File: config.mk
export PLATFORM = sky130hd
export DESIGN_NAME = ptt_timer
export DESIGN_NICKNAME = d
export VERILOG_FILES = /design/src/rtl/ptt_pkg.sv /design/src/rtl/ptt_counter.sv /design/src/rtl/ptt_timer.sv
export SDC_FILE = /design/constraint.sdc
export NUM_CORES = 1
export LEC_CHECK = 0
export BUFFER_PORTS_ARGS = -buffer_cell sky130_fd_sc_hd__buf_2
export CORE_ASPECT_RATIO = 1.5
export CORE_MARGIN = 2
export CORE_UTILIZATION = 60
export DETAILED_ROUTE_END_ITERATION = 8
export HOLD_SLACK_MARGIN = 0.02
export MAX_ROUTING_LAYER = met4
export PLACE_DENSITY = 0.85
export SYNTH_ARGS = -nofsm -noshare
export SYNTH_HDL_FRONTEND = slang
export SYNTH_SLANG_ARGS = --single-unit
File: constraint.sdc
create_clock -name clk_sys -period 4.28 [get_ports clk_sys]
set_clock_uncertainty 0.1 [all_clocks]
set_input_delay 0.642 -clock clk_sys [delete_from_list [all_inputs] [get_ports clk_sys]]
set_output_delay 0.642 -clock clk_sys [all_outputs]
set_load 0.1 [all_outputs]
File: src/rtl/ptt_pkg.sv
package ptt_pkg;
	// -------------------------------------------------------------
	// Register map (byte addresses)
	// -------------------------------------------------------------
	localparam logic [3:0] PTT_OFF_CTRL = 4'h0;
	localparam logic [3:0] PTT_OFF_PERIOD = 4'h4;
	localparam logic [3:0] PTT_OFF_CURRENT = 4'h8;
	localparam logic [3:0] PTT_OFF_STATUS = 4'hC;
	// -------------------------------------------------------------
	// Field positions and reset values
	// -------------------------------------------------------------
	localparam int PTT_CTRL_RUN_BIT = 0;
	localparam int PTT_CTRL_IEN_BIT = 1;
	localparam int PTT_STAT_ROLL_BIT = 0;
	localparam int PTT_CNT_W = 24;
	localparam logic [23:0] PTT_PERIOD_RST = 24'h000000;
	localparam logic [23:0] PTT_COUNT_RST = 24'h000000;
	typedef struct packed {
		logic irq_en;
		logic run;
	} ptt_ctrl_t;
endpackage

File: src/rtl/ptt_counter.sv
`timescale 1ns/1ps
`default_nettype none
module ptt_counter #(
	parameter int W = 24
) (
	// Clock and reset
	input wire logic clk_sys,
	input wire logic reset,
	// Control
	input wire logic run,
	input wire logic clear,
	input wire logic [W-1:0] period,
	// State
	output logic [W-1:0] count,
	output logic roll
);
	logic [W-1:0] count_q, count_d;
	logic reload_q, reload_d;

	always_comb begin
		count_d = count_q;
		reload_d = reload_q;
		roll = 1'b0;
		if (clear) begin
			count_d = '0;
			reload_d = 1'b1;
		end else if (run) begin
			reload_d = 1'b0;
			if (reload_q) begin
				count_d = period - 1'b1;
			end else if (count_q == '0) begin
				count_d = period - 1'b1;
				roll = 1'b1;
			end else begin
				count_d = count_q - 1'b1;
			end
		end
	end

	always_ff @(posedge clk_sys) begin
		if (reset) begin
			count_q <= '0;
			reload_q <= 1'b0;
		end else begin
			count_q <= count_d;
			reload_q <= reload_d;
		end
	end

	assign count = count_q;
endmodule
`default_nettype wire

File: src/rtl/ptt_timer.sv
// Decided for this implementation: register access over Avalon-MM and the register offsets.
`timescale 1ns/1ps
`default_nettype none
module ptt_timer (
	// Clock and reset
	input wire logic clk_sys,
	input wire logic reset,
	// Avalon-MM slave
	input wire logic [3:0] avs_address,
	input wire logic avs_read,
	input wire logic avs_write,
	input wire logic [31:0] avs_writedata,
	input wire logic [3:0] avs_byteenable,
	output logic [31:0] avs_readdata,
	output logic avs_waitrequest,
	// Interrupt controller side
	input wire logic handler_enter,
	output logic irq
);
	// -------------------------------------------------------------
	// Registers
	// -------------------------------------------------------------
	ptt_pkg::ptt_ctrl_t ctrl_q, ctrl_d;
	logic [23:0] period_q, period_d;
	logic stat_q, stat_d;
	logic mask_q, mask_d;
	logic [31:0] rdata_q, rdata_d;
	logic ack_q, ack_d;
	logic [23:0] count;
	logic roll;
	logic wr, cur_wr;

	// One wait cycle, then acknowledge
	assign avs_waitrequest = (avs_read | avs_write) & ~ack_q;
	// Write lands at the edge where waitrequest is seen low
	assign wr = avs_write & ack_q;
	assign cur_wr = wr && avs_address == ptt_pkg::PTT_OFF_CURRENT;

	ptt_counter #(.W(ptt_pkg::PTT_CNT_W)) u_cnt (
		.clk_sys(clk_sys),
		.reset(reset),
		.run(ctrl_q.run),
		.clear(cur_wr),
		.period(period_q),
		.count(count),
		.roll(roll)
	);

	always_comb begin
		ctrl_d = ctrl_q;
		period_d = period_q;
		mask_d = mask_q;
		stat_d = stat_q;
		ack_d = (avs_read | avs_write) & ~ack_q;
		rdata_d = rdata_q;
		if (wr) begin
			case (avs_address)
				ptt_pkg::PTT_OFF_CTRL: begin
					if (avs_byteenable[0]) begin
						ctrl_d.run = avs_writedata[ptt_pkg::PTT_CTRL_RUN_BIT];
						ctrl_d.irq_en = avs_writedata[ptt_pkg::PTT_CTRL_IEN_BIT];
						mask_d = avs_writedata[ptt_pkg::PTT_CTRL_IEN_BIT];
					end
				end
				ptt_pkg::PTT_OFF_PERIOD: begin
					// No reload here: the count runs on
					for (int i = 0; i < 3; i++) begin
						if (avs_byteenable[i]) begin
							period_d[i*8 +: 8] = avs_writedata[i*8 +: 8];
						end
					end
				end
				ptt_pkg::PTT_OFF_STATUS: begin
					if (avs_byteenable[0] && avs_writedata[ptt_pkg::PTT_STAT_ROLL_BIT]) begin
						stat_d = 1'b0;
					end
				end
				default: begin
				end
			endcase
		end
		// Handler entry clears pending; a new rollover wins
		if (handler_enter) begin
			stat_d = 1'b0;
		end
		if (roll) begin
			stat_d = 1'b1;
		end
		if (avs_read & ~ack_q) begin
			case (avs_address)
				ptt_pkg::PTT_OFF_CTRL: rdata_d = {30'h0000000, ctrl_q.irq_en, ctrl_q.run};
				ptt_pkg::PTT_OFF_PERIOD: rdata_d = {8'h00, period_q};
				ptt_pkg::PTT_OFF_CURRENT: rdata_d = {8'h00, count};
				ptt_pkg::PTT_OFF_STATUS: rdata_d = {31'h0000000, stat_q};
				default: rdata_d = 32'h00000000;
			endcase
		end
	end

	always_ff @(posedge clk_sys) begin
		if (reset) begin
			ctrl_q <= '0;
			mask_q <= 1'b0;
			period_q <= ptt_pkg::PTT_PERIOD_RST;
			stat_q <= 1'b0;
			ack_q <= 1'b0;
			rdata_q <= 32'h00000000;
		end else begin
			ctrl_q <= ctrl_d;
			mask_q <= mask_d;
			period_q <= period_d;
			stat_q <= stat_d;
			ack_q <= ack_d;
			rdata_q <= rdata_d;
		end
	end

	assign avs_readdata = rdata_q;
	// Stopped counter never rolls, so no tick while halted
	assign irq = stat_q & mask_q;
endmodule
`default_nettype wire

Word level (Yosys, flattened, before mapping)

Cells that the tools add are included.

$add $sub $neg: 2
Bitwise gates (word level): 6
Eq/ne operators: 3
Muxes and demuxes: 14
Reductions and logical operators: 14

Operator list:

| kind                                                                 | count |
|---|---|
| 24-bit one-hot mux with 4 select lines                               | 1 |
| 24-bit two-way mux                                                   | 2 |
| 24-bit by 1-bit subtractor with 24-bit output, second input constant | 2 |
| 24-bit logical NOT                                                   | 1 |
| 3-bit AND reduction                                                  | 5 |
| 1-bit two-way mux                                                    | 11 |
| 3-bit nonzero test                                                   | 3 |
| 4-bit == test, second input constant                                 | 2 |
| 1-bit AND                                                            | 4 |
| 4-bit by 3-bit == test with 1-bit output, second input constant      | 1 |
| 4-bit logical NOT                                                    | 1 |
| 1-bit logical AND                                                    | 2 |
| 2-bit nonzero test                                                   | 1 |
| 2-bit OR reduction                                                   | 1 |
| 1-bit NOT                                                            | 1 |
| 1-bit OR                                                             | 1 |

Register bits: 85
Word-level logic and storage cells: 49
Input port bits: 45
Output and inout port bits: 34

Logic depth before layout (Yosys ltp)

Depth in word-level cells: 7
Gate-level depth with buffers: 10
Depth with buffers taken out: 8

Modules after synthesis

A second synthesis with hierarchy kept.

Cells, all modules: 567
Area, all modules: 4752.1 um^2

By module, submodules not included:

| module      | cells each | area an instance (um^2) | instances |
|---|---|---|---|
| ptt_timer   | 300        | 2740.1                  | 1 |
| ptt_counter | 267        | 2011.9                  | 1 |

Least setup slack after synthesis

Ideal clock, no wire load.

Path type: register to register
From: register u_cnt.count_q[7], in the netlist u_cnt.count[7]
To: register u_cnt.count_q[23], in the netlist u_cnt.count[23]
Library setup time: 0.066 ns
Data required time: 4.114 ns
Stages on the path, launching flop included: 10
Path slack: 1.438 ns
Arrival time: 2.676 ns
Path buffers: 3
Path through: dfxtp_1 -> buf_6 -> or4_4 -> buf_6 -> or4_1 -> buf_2 -> or3_4 -> or3_1 -> o31a_1 -> a21oi_2

Cells in the longest elaborated chain, start to end: 3
Elaborated cells between the ends (all ways): 4
Classes of those cells: add/sub (1); mux (2); reduce/logical (1)

Ends and longest elaborated chain:

| item                                                                                       | line                                 | text |
|---|---|---|
| from (decl)                                                                                | ptt_counter.sv:17                    | `logic [W-1:0] count_q, count_d;` |
| from (signal assigned)                                                                     | ptt_counter.sv:45                    | `count_q <= count_d;` |
| 24-bit by 1-bit subtractor with 24-bit output / 24-bit logical NOT (equally long branches) | ptt_counter.sv:35, ptt_counter.sv:31 |  |
| 24-bit two-way mux (*)                                                                     | ptt_counter.sv:31                    | `end else if (count_q == '0) begin` |
| 24-bit two-way mux (*)                                                                     | ptt_counter.sv:29                    | `if (reload_q) begin` |

Mark *: on every way between the ends. The rest lies on a longest branch, timed or not.
A chain may end at the register's enable or synchronous reset.

Final worst setup path

From: register u_cnt.count_q[7], in the netlist u_cnt.count[7]
To: register u_cnt.count_q[10], in the netlist u_cnt.count[10]

Same word-level chain as after synthesis.

==> out/qor.txt <==
I/O Pins -> 79
Worst Max-Slew Pin Slew -> 1.096 ns
Most common cell after layout, fill and taps aside -> dfxtp_1
VDD IR-drop max -> 0.0002645 V
Share of cells above drive strength 1 -> 0.1821
Hold_buf cts -> 0
Chip Width -> 71.95 um
Power share of the clock group -> 0.335
Routed vias/inst -> 6.458
Sink Count -> 77
Net Sw Power -> 0.4922 mW
Mapped Cells -> 510
Full die area -> 7620 um2
Maximum clock frequency -> 306.2 MHz
Drc violations -> 0
Number of max-cap violations -> 0
Sw frac -> 0.3165
GR Util All Layers -> 0.2984
Clock tree buffer depth -> 2
Via count -> 4049
Mux share of post-synthesis cell area -> 0.06564
Power Density -> 337.8 nW/um2
Core Area -> 6805 um2
Post-synthesis xor/xnor area fraction -> 0.04005
Final hold vios -> 0
Port Buffers -> 61
H-tree depth -> 3
Post-CTS setup repair buffer count -> 0
Crit share post-route -> 0.7631
Setup TNS -> 0 ns
Post-synth EDFFs -> 0
Nature of the critical path endpoint -> register
Largest net degree at the start of global routing -> 56
Final setup vio count -> 0
Pre-CTS WS -> 1.054 ns
Synth Cell Area -> 4155 um2
CP arrival -> 3.42 ns
Avg Inst Size Synth -> 8.148 um2
Nets -> 594
Critical path required time -> 4.43 ns
Clock transition at the registers of the reported paths -> 0.07 ns
Synth Register Bits -> 77
Total power -> 1.555 mW
Class of the most critical hold timing path -> reg2reg
Share of total power in combinational logic -> 0.187
Ys async rst share -> 0
Critical Path Source -> u_cnt.count[7]
RePlAce Congestion -> 0.9202
TritonCTS clock tree -> done
Static Leakage -> 1.983 nW
Initial antenna violation count -> 0
RSZ-0062 raised after global routing -> no
Post-cts resize count -> 0
GRT overflow -> 0
Clk_lat worst skew -> 0.36 ns
First-pass iteration count of the detailed router -> 5
Commonest non-fill, non-tap cells in the layout -> dfxtp_1 (77), nor2_1 (75), buf_2 (61), nor3_1 (44), o21ai_0 (32)
Seq pwr share -> 0.478
Global-route wire length before repair -> 17510 um
Cells after DPL -> 613
Worst setup path end -> u_cnt.count[10]
R2r setup slk -> 1.01 ns
Largest family of logic cells by synthesized area -> simple AND/OR/NAND/NOR gates
Count of cell types in the netlist -> 56
Initial core utilization -> 0.6106
RR Endpoint -> u_cnt.count[10]
Post-layout min period -> 3.266 ns
Max-slew headroom -> 0.2695
FF-to-FF path depth -> 6
Post-route insts no fill -> 627
Drt total wl -> 10760 um
Antenna viol nets, final -> 0
Cts bufs inserted -> 9
WL/cell -> 17.16 um
Slew Limit Fails -> 0
Warning count from the yosys run -> 0
Number of global-route vias before repair -> 3758
Reg2Reg Launch Point -> u_cnt.count[7]
P_int -> 1.063 mW
Setup slack after layout -> 1.014 ns
Die height -> 105.9 um
Critical Path Source Type -> register
Adder-cell share of the synthesized area -> 0.009033
Rows -> 37
Status -> completed
Diodes inserted -> 0
Most used DFF post-synth -> dfxtp_1
Root Buffer -> clkbuf_8
Initial DRC Count -> 453
CP Class -> reg2reg
Post-Synth Simple-Gate Area -> 0.2728
DPL Wire Length -> 7466 um
Synth Area in Compound Gates -> 0.1746
Area grow syn2layout -> 10.81%
CP max FO -> 23
Post-synthesis sequential area ratio -> 0.3710
## worst max-delay path, cell delays in order (launching register included)
cell     delay (ns)
dfxtp_1        0.38
or4_4          0.61
or4_4          0.54
o31ai_4        0.79
buf_4          0.31
o21ai_0        0.11
a32o_1         0.31
## routing by layer
metal	vias up	global-route usage	part of all wire
met5	-	-	0
met4	0	0.1725	0.034
met3	35	0.04739	0.069
met2	193	0.4940	0.51
met1	1879	0.3359	0.39
li1	1942	-	-
## flip-flops by register name, summed over array words and instances, names as in the netlist
signal,cells
u_cnt.count,24
u_cnt.reload_q,1
stat_q,1
ack_q,1
mask_q,1
period_q,24
avs_readdata,24
ctrl_q,1
## stage by stage
| stage | hold slack [ns] | cell area [um2] | util |
|---|---|---|---|
| finish | 0.3496 | 4604 | 0.6766 |
| global route | 0.3738 | 4604 | 0.6766 |
| CTS | 0.3505 | 4604 | 0.6766 |
| detailed placement | 0.3402 | 4420 | 0.6496 |
| global placement | 0.3420 | 4420 | 0.6496 |
| floorplan | 0.3441 | 4182 | - |
## power by group through the flow
| stage | Sequential, mW | Clock, mW | Combinational, mW |
|---|---|---|---|
| after CTS | 0.743 | 0.525 | 0.291 |
| after floorplan | 0.858 | 0 | 0.140 |
| after global routing | 0.745 | 0.551 | 0.310 |
| after global placement | 0.758 | 0 | 0.287 |
| final | 0.743 | 0.521 | 0.291 |
| after detailed placement | 0.759 | 0 | 0.290 |
## area by class of cell
| cell class | count | area, um2 |
|---|---|---|
| Multi-Input combinational cell | 383 | 2394 |
| Clock inverter | 1 | 5.005 |
| Inverter | 6 | 22.52 |
| Clock buffer | 13 | 178.9 |
| Sequential cell | 77 | 1541 |
| Timing Repair Buffer | 69 | 365.4 |
| Tap cell | 78 | 97.59 |
| Fill cell | 581 | 2201 |
## cells in the mapped netlist, drive strengths merged, types with 2 or more instances
| cell | count | area [um2] |
|---|---|---|
| inv | 6 | 22.52 |
| o211ai | 4 | 30.03 |
| nand3 | 20 | 100.1 |
| o21ai | 32 | 160.2 |
| or2 | 2 | 12.51 |
| nand2b | 3 | 18.77 |
| nand4 | 4 | 25.02 |
| ha | 3 | 37.54 |
| o31ai | 6 | 50.05 |
| a2bb2oi | 2 | 17.52 |
| clkbuf | 32 | 120.1 |
| a21o | 2 | 15.01 |
| and3 | 4 | 26.28 |
| mux2i | 25 | 250.2 |
| a21oi | 15 | 78.83 |
| a22oi | 2 | 15.01 |
| nor4b | 3 | 32.53 |
| nor3b | 2 | 15.01 |
| nor2 | 75 | 281.5 |
| nor4 | 16 | 100.1 |
| or4b | 2 | 20.02 |
| a32o | 8 | 80.08 |
| or4 | 14 | 113.9 |
| a31oi | 4 | 25.02 |
| nand2 | 23 | 86.33 |
| xor2 | 11 | 96.34 |
| or3 | 5 | 36.28 |
| dfxtp | 77 | 1541 |
| nand3b | 2 | 15.01 |
| buf | 19 | 131.4 |
| a221oi | 22 | 192.7 |
| xnor2 | 8 | 70.07 |
| nor3 | 44 | 220.2 |
## how the worst min path moves through the flow
stage	start	end	slack, ns	depth (start not counted)
floorplan	mask_q	mask_q	0.34	2
global route	avs_readdata[1]	avs_readdata[1]	0.37	2
finish	avs_readdata[1]	avs_readdata[1]	0.35	2
global placement	avs_readdata[1]	avs_readdata[1]	0.34	2
detailed placement	avs_readdata[1]	avs_readdata[1]	0.34	2
CTS	avs_readdata[1]	avs_readdata[1]	0.35	2
## cell families after synthesis
group	after synthesis
AND/OR/NAND/NOR	223
AO/OA/AOI/OAI	104
flip-flops	77
buffers and inverters	57
multiplexers	26
XOR/XNOR	19
adder cells (fa/ha/maj)	3
other	1
No activity file was read; power rests on OpenSTA's default activity.
